==> config.mk <==
export PLATFORM = sky130hd
export DESIGN_NAME = cpc_unit
export DESIGN_NICKNAME = d
export VERILOG_FILES = /design/src/verilog/cpc_pkg.sv /design/src/verilog/cpc_axil_slave.sv /design/src/verilog/cpc_pin_sync.sv /design/src/verilog/cpc_unit.sv
export VERILOG_INCLUDE_DIRS = /design/src /design/src/verilog
export SDC_FILE = /design/constraint.sdc
export NUM_CORES = 1
export LEC_CHECK = 0
export BUFFER_PORTS_ARGS = -buffer_cell sky130_fd_sc_hd__buf_2
export CORE_ASPECT_RATIO = 0.7
export CORE_UTILIZATION = 30
export DETAILED_ROUTE_END_ITERATION = 7
export HOLD_SLACK_MARGIN = 0.08
export SLEW_MARGIN = 20
export SYNTH_ARGS = -nofsm -noshare
export SYNTH_HDL_FRONTEND = slang
export SYNTH_HIERARCHICAL = 1
export SYNTH_SLANG_ARGS = --single-unit
==> constraint.sdc <==
create_clock -name mclk -period 2.6 [get_ports mclk]
set_input_delay 0.13 -clock mclk [delete_from_list [all_inputs] [get_ports mclk]]
set_output_delay 0.13 -clock mclk [all_outputs]
set_load 0.05 [all_outputs]
==> src/verilog/cpc_consts.svh <==
// constants for the capture/compare/pwm unit: offsets, fields, counts
// assumes nothing; included by the package and the design modules
`ifndef CPC_CONSTS_SVH
`define CPC_CONSTS_SVH
// ==========================================
// register byte offsets on the axi4-lite bus
`define CPC_ADDR_W 4
`define CPC_OFF_CTRL 4'h0
`define CPC_OFF_VALUE 4'h4
`define CPC_OFF_STAT 4'h8
`define CPC_OFF_MASK 4'hc
// ==========================================
// control register fields and reset value
`define CPC_MODE_MSB 3
`define CPC_MODE_LSB 0
`define CPC_DLOW_MSB 5
`define CPC_DLOW_LSB 4
`define CPC_CTRL_RST 6'h00
// ==========================================
// capture prescaler, pwm counter, bus answers
`define CPC_PRE4_LAST 4'h3
`define CPC_PRE16_LAST 4'hf
`define CPC_PWM_MSB 9
`define CPC_PERIOD_START 10'h000
`define CPC_RESP_OKAY 2'h0
`define CPC_RESP_SLVERR 2'h2
`endif

==> src/verilog/cpc_pkg.sv <==
// types and shared functions of the capture/compare/pwm unit
// assumes cpc_consts.svh is on the include path
`include "cpc_consts.svh"
package cpc_pkg;
  // ==========================================
  // mode codes; 0001, 0011 are reserved, 11xx is pwm
  typedef enum logic [3:0] {
    CPC_OFF = 4'h0,
    CPC_TOGGLE = 4'h2,
    CPC_CAP_FALL = 4'h4,
    CPC_CAP_RISE = 4'h5,
    CPC_CAP_4 = 4'h6,
    CPC_CAP_16 = 4'h7,
    CPC_CMP_HIGH = 4'h8,
    CPC_CMP_LOW = 4'h9,
    CPC_CMP_SOFT = 4'ha,
    CPC_CMP_SPECIAL = 4'hb
  } cpc_mode_t;
  // ==========================================
  // state of the core and of the bus slave
  typedef struct packed {
    logic [5:0] ctrl;
    logic [15:0] value;
    logic flag;
    logic mask;
    logic [3:0] mode_q;
    logic [3:0] pre_cnt;
    logic match_q;
    logic [9:0] duty_act;
    logic pin;
    logic pin_oe;
    logic tmr_rst;
    logic adc_go;
    logic irq;
  } cpc_core_t;
  typedef struct packed {
    logic aw_got;
    logic w_got;
    logic [3:0] waddr;
    logic [31:0] wdata;
    logic [3:0] wstrb;
    logic wr_en;
    logic bvalid;
    logic [1:0] bresp;
    logic rd_pend;
    logic [3:0] raddr;
    logic rvalid;
    logic [31:0] rdata;
    logic [1:0] rresp;
    logic awrdy;
    logic wrdy;
    logic arrdy;
  } cpc_slave_t;
  // ==========================================
  function automatic logic cpc_addr_ok(input logic [3:0] a);
    return (a == `CPC_OFF_CTRL) || (a == `CPC_OFF_VALUE) ||
           (a == `CPC_OFF_STAT) || (a == `CPC_OFF_MASK);
  endfunction
  function automatic logic cpc_is_pwm(input logic [3:0] m);
    return m[3] & m[2];
  endfunction
  function automatic logic cpc_is_cap(input logic [3:0] m);
    return ~m[3] & m[2];
  endfunction
endpackage

==> src/verilog/cpc_axil_slave.sv <==
// axi4-lite slave: one write and one read at a time
// assumes a register file answering rd_data combinationally
`timescale 1ns/1ps
`include "cpc_consts.svh"
module cpc_axil_slave (
  // clock and reset
  input wire logic mclk,
  input wire logic rst,
  // write address and data
  input wire logic [3:0] awaddr,
  input wire logic awvalid,
  output logic awready,
  input wire logic [31:0] wdata,
  input wire logic [3:0] wstrb,
  input wire logic wvalid,
  output logic wready,
  // write response
  output logic [1:0] bresp,
  output logic bvalid,
  input wire logic bready,
  // read channels
  input wire logic [3:0] araddr,
  input wire logic arvalid,
  output logic arready,
  output logic [31:0] rdata,
  output logic [1:0] rresp,
  output logic rvalid,
  input wire logic rready,
  // register file side
  output logic wr_en,
  output logic [3:0] wr_addr,
  output logic [31:0] wr_data,
  output logic [3:0] wr_strb,
  output logic [3:0] rd_addr,
  input wire logic [31:0] rd_data
);
  cpc_pkg::cpc_slave_t s_r;
  cpc_pkg::cpc_slave_t s_nxt;

  always_comb begin
    s_nxt = s_r;
    s_nxt.wr_en = 1'b0;
    if (awvalid && s_r.awrdy) begin
      s_nxt.aw_got = 1'b1;
      s_nxt.waddr = awaddr;
    end
    if (wvalid && s_r.wrdy) begin
      s_nxt.w_got = 1'b1;
      s_nxt.wdata = wdata;
      s_nxt.wstrb = wstrb;
    end
    // both halves held: commit and answer together
    if (s_r.aw_got && s_r.w_got) begin
      s_nxt.aw_got = 1'b0;
      s_nxt.w_got = 1'b0;
      s_nxt.bvalid = 1'b1;
      s_nxt.wr_en = cpc_pkg::cpc_addr_ok(s_r.waddr);
      s_nxt.bresp = cpc_pkg::cpc_addr_ok(s_r.waddr) ? `CPC_RESP_OKAY : `CPC_RESP_SLVERR;
    end
    if (s_r.bvalid && bready) begin
      s_nxt.bvalid = 1'b0;
    end
    s_nxt.awrdy = ~s_nxt.aw_got & ~s_nxt.bvalid;
    s_nxt.wrdy = ~s_nxt.w_got & ~s_nxt.bvalid;
    if (arvalid && s_r.arrdy) begin
      s_nxt.rd_pend = 1'b1;
      s_nxt.raddr = araddr;
    end
    if (s_r.rd_pend) begin
      s_nxt.rd_pend = 1'b0;
      s_nxt.rvalid = 1'b1;
      s_nxt.rdata = cpc_pkg::cpc_addr_ok(s_r.raddr) ? rd_data : 32'h0;
      s_nxt.rresp = cpc_pkg::cpc_addr_ok(s_r.raddr) ? `CPC_RESP_OKAY : `CPC_RESP_SLVERR;
    end
    if (s_r.rvalid && rready) begin
      s_nxt.rvalid = 1'b0;
    end
    s_nxt.arrdy = ~s_nxt.rd_pend & ~s_nxt.rvalid;
  end

  always_ff @(posedge mclk) begin
    if (rst) begin
      s_r <= '0;
    end else begin
      s_r <= s_nxt;
    end
  end

  assign awready = s_r.awrdy;
  assign wready = s_r.wrdy;
  assign bvalid = s_r.bvalid;
  assign bresp = s_r.bresp;
  assign arready = s_r.arrdy;
  assign rvalid = s_r.rvalid;
  assign rdata = s_r.rdata;
  assign rresp = s_r.rresp;
  assign wr_en = s_r.wr_en;
  assign wr_addr = s_r.waddr;
  assign wr_data = s_r.wdata;
  assign wr_strb = s_r.wstrb;
  assign rd_addr = s_r.raddr;
endmodule // cpc_axil_slave

==> src/verilog/cpc_pin_sync.sv <==
// two-flop synchroniser for the unit pin with edge pulses
// assumes the pin is asynchronous to mclk
`timescale 1ns/1ps
module cpc_pin_sync (
  // clock and reset
  input wire logic mclk,
  input wire logic rst,
  // pin and edges
  input wire logic pin_async,
  output logic rise,
  output logic fall
);
  logic [2:0] sh_r;
  logic [2:0] sh_nxt;

  // only sh_r[1] and sh_r[2] feed the edge gates
  always_comb begin
    sh_nxt = {sh_r[1:0], pin_async};
  end

  always_ff @(posedge mclk) begin
    if (rst) begin
      sh_r <= 3'h0;
    end else begin
      sh_r <= sh_nxt;
    end
  end

  assign rise = sh_r[1] & ~sh_r[2];
  assign fall = ~sh_r[1] & sh_r[2];
endmodule // cpc_pin_sync

==> src/verilog/cpc_unit.sv <==
// capture/compare/pwm unit: control register, 16-bit value register,
// event flag with mask and interrupt, pin and timer-side pulses.
// assumes timer_one_count runs on mclk; the pin is asynchronous.
// What this block does
// one 16-bit register acts as capture latch, compare value or pwm duty
// control bits 7-6 are unimplemented and read back as zero
// modes 11xx are pwm; duty is ten bits from value low byte and control bits 5-4
// mode 0000 disables the unit and returns pin, prescaler and duty state to reset; flag and value are kept
// mode 0010 toggles the pin on compare match and sets the flag
// capture on falling, rising, every fourth or every sixteenth rising edge
// mode 1000 drives pin low on entry, high on match, sets flag
// mode 1001 drives pin high on entry, low on match, sets flag
// mode 1010 only sets the flag on match, pin stays port-controlled
// mode 1011 sets flag, resets timer; second unit also starts conversion
// a capture sets the event flag, which stays until software clears it
// control register clears to zero on reset
//
// The AXI4-Lite interface to the registers and the address map were left to the implementer.
`timescale 1ns/1ps
`include "cpc_consts.svh"
module cpc_unit #(
  parameter bit SECOND_UNIT = 1'b0
) (
  // clock and reset
  input wire logic mclk,
  input wire logic rst,
  // axi4-lite write address and data
  input wire logic [3:0] s_axi_awaddr,
  input wire logic s_axi_awvalid,
  output logic s_axi_awready,
  input wire logic [31:0] s_axi_wdata,
  input wire logic [3:0] s_axi_wstrb,
  input wire logic s_axi_wvalid,
  output logic s_axi_wready,
  // axi4-lite write response
  output logic [1:0] s_axi_bresp,
  output logic s_axi_bvalid,
  input wire logic s_axi_bready,
  // axi4-lite read
  input wire logic [3:0] s_axi_araddr,
  input wire logic s_axi_arvalid,
  output logic s_axi_arready,
  output logic [31:0] s_axi_rdata,
  output logic [1:0] s_axi_rresp,
  output logic s_axi_rvalid,
  input wire logic s_axi_rready,
  // timer side
  input wire logic [15:0] timer_one_count,
  output logic timer_reset,
  output logic adc_start,
  // unit pin
  input wire logic unit_pin_in,
  output logic unit_pin_out,
  output logic unit_pin_oe,
  // interrupt
  output logic irq
);
  // ==========================================
  // bus slave and pin synchroniser
  logic wr_en;
  logic [3:0] wr_addr;
  logic [31:0] wr_data;
  logic [3:0] wr_strb;
  logic [3:0] rd_addr;
  logic [31:0] rd_data;
  logic pin_rise;
  logic pin_fall;

  cpc_axil_slave u_bus (
    .mclk(mclk),
    .rst(rst),
    .awaddr(s_axi_awaddr),
    .awvalid(s_axi_awvalid),
    .awready(s_axi_awready),
    .wdata(s_axi_wdata),
    .wstrb(s_axi_wstrb),
    .wvalid(s_axi_wvalid),
    .wready(s_axi_wready),
    .bresp(s_axi_bresp),
    .bvalid(s_axi_bvalid),
    .bready(s_axi_bready),
    .araddr(s_axi_araddr),
    .arvalid(s_axi_arvalid),
    .arready(s_axi_arready),
    .rdata(s_axi_rdata),
    .rresp(s_axi_rresp),
    .rvalid(s_axi_rvalid),
    .rready(s_axi_rready),
    .wr_en(wr_en),
    .wr_addr(wr_addr),
    .wr_data(wr_data),
    .wr_strb(wr_strb),
    .rd_addr(rd_addr),
    .rd_data(rd_data)
  );

  cpc_pin_sync u_sync (
    .mclk(mclk),
    .rst(rst),
    .pin_async(unit_pin_in),
    .rise(pin_rise),
    .fall(pin_fall)
  );

  // ==========================================
  // state and decoded events
  cpc_pkg::cpc_core_t s_r;
  cpc_pkg::cpc_core_t s_nxt;
  logic [3:0] mode;
  logic stable;
  logic match_ev;
  logic cap_ev;
  logic cmp_mode;
  logic period_start;
  logic [9:0] duty_new;
  logic wr_ctrl;
  logic wr_value;
  logic wr_stat;
  logic wr_mask;
  logic tmr_eq;

  assign mode = s_r.ctrl[`CPC_MODE_MSB:`CPC_MODE_LSB];
  // one cycle of entry handling after every mode change
  assign stable = (mode == s_r.mode_q);
  assign cmp_mode = (mode == cpc_pkg::CPC_TOGGLE) || (mode[3:2] == 2'h2);
  // one comparator feeds both the event and the dwell memory
  assign tmr_eq = (timer_one_count == s_r.value);
  // match counts once per arrival, not while the timer dwells on it
  assign match_ev = stable && cmp_mode && tmr_eq && !s_r.match_q;
  // ten-bit duty
  assign duty_new = {s_r.value[7:0], s_r.ctrl[`CPC_DLOW_MSB:`CPC_DLOW_LSB]};
  assign period_start = (timer_one_count[`CPC_PWM_MSB:0] == `CPC_PERIOD_START);
  assign wr_ctrl = wr_en && (wr_addr == `CPC_OFF_CTRL) && wr_strb[0];
  assign wr_value = wr_en && (wr_addr == `CPC_OFF_VALUE);
  assign wr_stat = wr_en && (wr_addr == `CPC_OFF_STAT) && wr_strb[0];
  assign wr_mask = wr_en && (wr_addr == `CPC_OFF_MASK) && wr_strb[0];

  // capture edge choice
  always_comb begin
    cap_ev = 1'b0;
    if (stable) begin
      unique case (mode)
        cpc_pkg::CPC_CAP_FALL: cap_ev = pin_fall;
        cpc_pkg::CPC_CAP_RISE: cap_ev = pin_rise;
        cpc_pkg::CPC_CAP_4: cap_ev = pin_rise && (s_r.pre_cnt == `CPC_PRE4_LAST);
        cpc_pkg::CPC_CAP_16: cap_ev = pin_rise && (s_r.pre_cnt == `CPC_PRE16_LAST);
        default: cap_ev = 1'b0;
      endcase
    end
  end

  // ==========================================
  // register reads
  always_comb begin
    rd_data = 32'h0;
    unique case (rd_addr)
      // top control bits zero
      `CPC_OFF_CTRL: rd_data = {26'h0, s_r.ctrl};
      `CPC_OFF_VALUE: rd_data = {16'h0, s_r.value};
      `CPC_OFF_STAT: rd_data = {31'h0, s_r.flag};
      `CPC_OFF_MASK: rd_data = {31'h0, s_r.mask};
      default: rd_data = 32'h0;
    endcase
  end

  // ==========================================
  // next state
  always_comb begin
    s_nxt = s_r;
    s_nxt.tmr_rst = 1'b0;
    s_nxt.adc_go = 1'b0;
    s_nxt.mode_q = mode;
    s_nxt.match_q = tmr_eq;
    // bits 7-6 not stored
    if (wr_ctrl) begin
      s_nxt.ctrl = wr_data[5:0];
    end
    // software load of the shared register
    if (wr_value && wr_strb[0]) begin
      s_nxt.value[7:0] = wr_data[7:0];
    end
    if (wr_value && wr_strb[1]) begin
      s_nxt.value[15:8] = wr_data[15:8];
    end
    if (wr_mask) begin
      s_nxt.mask = wr_data[0];
    end
    // write one to clear
    if (wr_stat && wr_data[0]) begin
      s_nxt.flag = 1'b0;
    end
    // prescaler steps on rising edges in the divided capture modes
    if (stable && pin_rise && (mode == cpc_pkg::CPC_CAP_4 || mode == cpc_pkg::CPC_CAP_16)) begin
      s_nxt.pre_cnt = cap_ev ? 4'h0 : s_r.pre_cnt + 4'h1;
    end
    if (!stable) begin
      s_nxt.pre_cnt = 4'h0;
    end
    // capture latches timer, flag set wins over clear
    if (cap_ev) begin
      s_nxt.value = timer_one_count;
      s_nxt.flag = 1'b1;
    end
    // any compare match sets the flag
    if (match_ev) begin
      s_nxt.flag = 1'b1;
    end
    unique case (mode)
      // disabled, back to reset
      cpc_pkg::CPC_OFF: begin
        s_nxt.pre_cnt = 4'h0;
        s_nxt.match_q = 1'b0;
        s_nxt.duty_act = 10'h000;
        s_nxt.pin = 1'b0;
        s_nxt.pin_oe = 1'b0;
      end
      // toggle on match
      cpc_pkg::CPC_TOGGLE: begin
        s_nxt.pin_oe = 1'b1;
        if (match_ev) begin
          s_nxt.pin = ~s_r.pin;
        end
      end
      // low on entry, high on match
      cpc_pkg::CPC_CMP_HIGH: begin
        s_nxt.pin_oe = 1'b1;
        if (!stable) begin
          s_nxt.pin = 1'b0;
        end else if (match_ev) begin
          s_nxt.pin = 1'b1;
        end
      end
      // high on entry, low on match
      cpc_pkg::CPC_CMP_LOW: begin
        s_nxt.pin_oe = 1'b1;
        if (!stable) begin
          s_nxt.pin = 1'b1;
        end else if (match_ev) begin
          s_nxt.pin = 1'b0;
        end
      end
      // special event pulses
      cpc_pkg::CPC_CMP_SPECIAL: begin
        s_nxt.pin = 1'b0;
        s_nxt.pin_oe = 1'b0;
        s_nxt.tmr_rst = match_ev;
        s_nxt.adc_go = match_ev && SECOND_UNIT;
      end
      default: begin
        s_nxt.pin = 1'b0;
        s_nxt.pin_oe = 1'b0;
        // pwm; duty only picked up at period start to avoid glitches
        if (cpc_pkg::cpc_is_pwm(mode)) begin
          s_nxt.pin_oe = 1'b1;
          if (period_start) begin
            s_nxt.duty_act = duty_new;
          end
          s_nxt.pin = timer_one_count[`CPC_PWM_MSB:0] < s_nxt.duty_act;
        end
      end
    endcase
    s_nxt.irq = s_nxt.flag & s_nxt.mask;
  end

  // control cleared on reset
  always_ff @(posedge mclk) begin
    if (rst) begin
      s_r <= '0;
    end else begin
      s_r <= s_nxt;
    end
  end

  assign timer_reset = s_r.tmr_rst;
  assign adc_start = s_r.adc_go;
  assign unit_pin_out = s_r.pin;
  assign unit_pin_oe = s_r.pin_oe;
  assign irq = s_r.irq;
endmodule // cpc_unit
==> results of run 1 <==
[cell usage in the layout, fill, tap and decap left out, drive strengths merged, types with 24 or more instances in the layout]
master       instances
dfxtp              119
buf                115
nor2                57
dlygate4sd3         48
mux2i               38
a21oi               35
nand3               33
a22o                32
a21bo               26
clkbuf              24
[worst reg2reg max path: stages, from the launching register on]
cell and delay (ps):
dfxtp_1 510, xnor2_1 180, nand4_2 260, a2111o_1 610, buf_12 230, nor2_1 140, a211oi_1 60
[metal layers]
layer | vias up | wire [µm]
met4 | 0 | 78
li1 | 2326 | -
met2 | 89 | 6150
met1 | 2156 | 7620
met3 | 8 | 798
met5 | - | 0
[sequential cells by signal, indices dropped and copies added, names as in the netlist, 2 cells and up]
| name | count |
|---|---|
| mode | 4 |
| u_bus/rdata | 32 |
| u_bus/wr_strb | 2 |
| u_bus/wr_addr | 4 |
| u_bus/rd_addr | 4 |
| u_bus/s_r | 3 |
| u_sync/sh_r | 3 |
| u_bus/wr_data | 16 |
| duty_new | 10 |
| s_r | 29 |
[final timing paths]
path	start	end	slack (ps)	cells past startpoint
setup / recovery	timer_one_count[1]	unit_pin_out$_SDFFE_PP0P_	240	12
hold / removal	timer_one_count[2]	duty_new[4]$_SDFFE_PP0P_	120	3
setup reg to reg	mode[2]$_SDFFE_PP0P_	duty_new[4]$_SDFFE_PP0P_	440	6
hold reg to reg	u_sync/sh_r[0]$_SDFF_PP0_	u_sync/sh_r[1]$_SDFF_PP0_	440	1
[cell type report]
type                    count  area share
clock buffers              24      0.0670
clock inverters             8      0.0162
well taps                 264      0.0450
inverters                   4     0.00205
multi-input cells         403       0.391
repair buffers            163       0.154
flip-flops and latches    119       0.325
[power by group through the flow]
stage               registers [mW]  clock network, mW  logic, mW
floorplan                     1.94                  0      0.265
global placement              1.95                  0      0.323
detailed placement            1.95                  0      0.325
CTS                           1.91               2.48      0.380
global route                  1.92               2.57      0.415
finish                        1.91               2.43      0.383
[metrics by stage]
stage	worst slack, ps	util	hold slack [ps]	power, mW	cells
after floorplan	375	-	202	2.20	636
after global placement	46.4	0.327	359	2.28	905
after detailed placement	53.5	0.327	352	2.28	905
after CTS	85.5	0.384	105	4.77	985
after global routing	0.499	0.385	112	4.90	985
final	238	0.385	116	4.73	985
[repair_timing]
action,CTS,global route
setup endpoints to repair,0,1
hold buffers,48,0
setup buffers,0,0
endpoints found under the hold margin,44,0
resized for setup,0,3
==> metrics.cfg, run 1 <==
[flow_run]
cap_viol_max_count = 0

[setup_path]
cp_slowest_cell = dlygate4sd3_1
crit_required_ps = 2920
cpPeakStageDelay_ps = 520
crit_chain = dlygate4sd3_1, buf_2, nor2_1, nand3_1, buf_6, mux2i_1, ha_1, a21oi_1, nand2_1, a2111oi_2, o211ai_1, a311oi_1
crit_path_start_kind = input port
end_kind = flip-flop
crit_buf_inv = 3
arrival_ps = 2680
critical_path_class = in2reg
cpLargestDelayFamily = buffers and inverters
crit_fanout = 12

[timing]
fin_tns_setup_ps = 0
fin_crit_sh = 0.909
final-setup-viol-count = 0
clock.fmax_mhz = 423
slew_headroom = 0.370
fin_crit_ps = 2360
skew_ps = 7.64
drv_slew = 0
rsz0062_at_grt = false
hold_viol = 0
worst_pin_slew_ps = 945

[pwr]
peakVddDrop_uv = 349
p_leak_nw = 3.01
p_comb_frac = 0.081
seq_power_share = 0.405
p_sw_frac = 0.232
clkPwrFrac = 0.515
power.switching_mw = 1.10
power_density_nw_per_um2 = 645
intPower_mw = 3.63

[cts]
clkSlewWorstSetupHoldPaths_ps = 50
cts_buffers = 17
cts_max_level = 4
clock_latency_ps = 420
root_buffer = clkbuf_16
clk_path_buf_depth = 2
cts_sinks = 119
cts_tree = done

[layout]
postLayoutCellArea_um2 = 7340
area_growth_pct = 24.3
ff_latch_area_um2 = 2380
fin_nets = 786
fillers = 1863
drive_above_1_share = 0.284
multi_input_area_um2 = 2870
antennaDiodeCount = 0

[global_routing]
grt_pass1_wl_um = 24000
grt_pass1_vias = 4489
met1_usage = 0.223
grt-ovfl-total = 0
antenna_found_initial = 0
grt_max_degree = 86
grtUsageMet3 = 0.0352
grt_usage = 0.153
met2_usage = 0.217
top_usage_layer = met1

[floorplan]
die_h_um = 119
io-pin-count = 114
core-area_um2 = 19100
die_area_um2 = 20300
initial_core_util = 0.310
fp-row-count = 42
die_w_um = 170

[drt]
vias = 4579
first_pass_iters = 5
drt_iter0_markers = 318
wl_per_cell_um = 14.9
drc = 0
via_per_inst = 4.65
final_antenna_net_count = 0
wirelength_um = 14600

[yosys]
yosysWarnings = 6
synth_cells = 619
netlist_area_um2 = 5900
avgSynthCellArea_um2 = 9.54

[placement]
hpwl_um = 9990
gp_congestion = 0.813
io_buffers = 92
placedInstanceArea_um2 = 6240

[min_path]
hp-class = in2reg

[run_status]
outcome = finished clean

No activity file was read; power rests on OpenSTA's default activity.
==> run 2: changes to the inputs <==
--- a/config.mk
+++ b/config.mk
@@ -8,7 +8,9 @@
 export LEC_CHECK = 0
 export BUFFER_PORTS_ARGS = -buffer_cell sky130_fd_sc_hd__buf_2
 export CORE_ASPECT_RATIO = 0.7
+export CORE_MARGIN = 3
 export CORE_UTILIZATION = 30
+export CTS_CLUSTER_SIZE = 16
 export DETAILED_ROUTE_END_ITERATION = 7
 export HOLD_SLACK_MARGIN = 0.08
 export SLEW_MARGIN = 20
==> run 2 against run 1 <==
Setup slack got worse by 100 ps. Clock power decreased by 2%. Cell count decreased by 0.10%. Power decreased by 0.80%. Count of clock-buffer cells in the layout decreased by 5. Maximum frequency decreased by 4.0%. Non-clock buffer count decreased by 1. Wire length increased by 2.2%. Sequential share of layout area about the same. Sequential cell count unchanged. Critical path depth unchanged.
==> metrics.cfg, run 2 (synthesis results as in run 1) <==
[timing]
final-setup-viol-count = 0  ; unchanged
hold_viol = 0  ; unchanged
worst_pin_slew_ps = 808  ; -137 ps
drv_slew = 0  ; unchanged
clock.fmax_mhz = 406  ; -4.0%
skew_ps = 6.54  ; -1.10 ps
fin_crit_ps = 2460  ; +99.7 ps
slew_headroom = 0.461  ; +0.0914
setup_slack_ps = 138  ; -99.7 ps
whs_ps = 105  ; -10.6 ps
fin_crit_sh = 0.947  ; +0.0383
fin_tns_setup_ps = 0  ; unchanged
rsz0062_at_grt = false

[cts]
clock_latency_ps = 410  ; about the same
post_cts_buffers = 0  ; unchanged
root_buffer = clkbuf_16
cts_sinks = 119  ; unchanged
clk_path_buf_depth = 2  ; unchanged
cts_buffers = 17  ; unchanged
cts_tree = done
clkSlewWorstSetupHoldPaths_ps = 60  ; about the same
cts_max_level = 4  ; unchanged

[global_routing]
top_usage_layer = met1
grtUsageMet3 = 0.0381  ; +0.00283
grt_pass1_vias = 4377  ; -2.5%
grt_pass1_wl_um = 23500  ; -1.8%
antenna_found_initial = 0  ; unchanged
met1_usage = 0.205  ; -0.0176
grt-ovfl-total = 0  ; unchanged
grt_max_degree = 64  ; -26%
met2_usage = 0.200  ; -0.0170
grt_usage = 0.141  ; -0.0125

[layout]
fillers = 1939  ; +4.1%
drive_above_1_share = 0.292  ; +0.00734
fin_nets = 785  ; -0.13%
area_growth_pct = 24.4  ; about the same
final_common_cell = dfxtp_1
largest_reg_flops = 32  ; unchanged
antennaDiodeCount = 0  ; unchanged
final_cell_mix = dfxtp_1 (119), buf_2 (92), nor2_1 (56), dlygate4sd3_1 (47), mux2i_1 (36)
final_core_util = 0.384  ; -0.000729

[setup_path]
critical_path_class = in2reg
crit_fanout = 12  ; unchanged
end_kind = flip-flop
r2r_setup_slack_ps = 610  ; +170 ps
crit_required_ps = 2930  ; about the same
arrival_ps = 2790  ; +110 ps
crit_path_start_kind = input port

[drt]
drc = 0  ; unchanged
wirelength_um = 15000  ; +2.2%
first_pass_iters = 4  ; -1
final_antenna_net_count = 0  ; unchanged
vias = 4578  ; -0.022%
drt_iter0_markers = 331  ; +4.1%
wl_per_cell_um = 15.2  ; +2.3%
via_per_inst = 4.65  ; about the same

[pwr]
power_density_nw_per_um2 = 639  ; -0.89%
peakVddDrop_uv = 325  ; -6.8%
p_leak_nw = 2.98  ; -0.99%

[flow_run]
cap_viol_max_count = 0  ; unchanged

[floorplan]
io-pin-count = 114  ; unchanged
die_w_um = 174  ; +2.4%
die_h_um = 123  ; +3.4%
die_area_um2 = 21400  ; +5.8%
initial_core_util = 0.309  ; -0.000850
core-area_um2 = 19100  ; +0.28%
fp-row-count = 42  ; unchanged

[placement]
io_buffers = 92  ; unchanged
hpwl_um = 10400  ; +4.5%
gp_congestion = 0.799  ; -1.8%
post-place-ws_ps = 74.8  ; +21.3 ps

[run_status]
outcome = finished clean

[min_path]
hp-class = in2reg

[run 2: changes by cell type in the layout (fill, tap and decap cells not counted), sizes merged]
cell	previous run	this run
clkbuf	24	19
clkinvlp	0	4
clkinv	5	6
dlygate4sd3	48	47
[run 2: worst max-delay path, cell delays in order]
cell and delay [ps]:
dlygate4sd3_1 540, buf_2 160, nor4_1 180, nand3_1 140, buf_6 190, mux2i_2 200, ha_1 290, a21oi_1 150
nand2_1 110, a2111oi_4 350, o211ai_1 140, a311oi_1 210
[run 2: repair_timing]
action	4_1_cts	5_1_grt
hold endpoints to repair	44	0
hold buffers	47	0
gates resized for setup	0	6
setup endpoints to repair	0	1
[run 2: worst paths after layout]
path / from / to / cells after the start
max: timer_one_count[2] / unit_pin_out$_SDFFE_PP0P_ / 12
min: timer_one_count[3] / duty_new[5]$_SDFFE_PP0P_ / 3
max reg2reg: mode[3]$_SDFFE_PP0P_ / duty_new[2]$_SDFFE_PP0P_ / 7
min reg2reg: u_sync/sh_r[0]$_SDFF_PP0_ / u_sync/sh_r[1]$_SDFF_PP0_ / 1
[run 2: area by class of cell]
class	count	area [µm²]	area share
Clock buffer	19	453	0.0617
Clock inverter	13	154	0.0210
Inverter	4	15.0	0.00204
Multi-Input combinational cell	403	2890	0.393
Sequential cell	119	2380	0.324
Tap cell	264	330	0.0450
Timing Repair Buffer	162	1120	0.152
[run 2: metal layers]
metal	wire, µm	part of all wire
met5	0	0
met1	7730	0.52
met3	858	0.057
met4	133	0.0089
met2	6240	0.42
[run 2: stage by stage]
stage               instance area (µm²)  total power [mW]  instances
global placement                   6240              2.28        905
detailed placement                 6240              2.28        905
global route                       7340              4.87        984
floorplan                          5970              2.20        636
CTS                                7310              4.75        984
finish                             7340              4.69        984
[run 2: where the power goes]
part           switching, mW  leakage, nW  total, mW  internal (mW)
combinational          0.220         1.73      0.388          0.168
sequential            0.0492        0.964       1.91           1.86
clock                  0.845        0.291       2.39           1.55
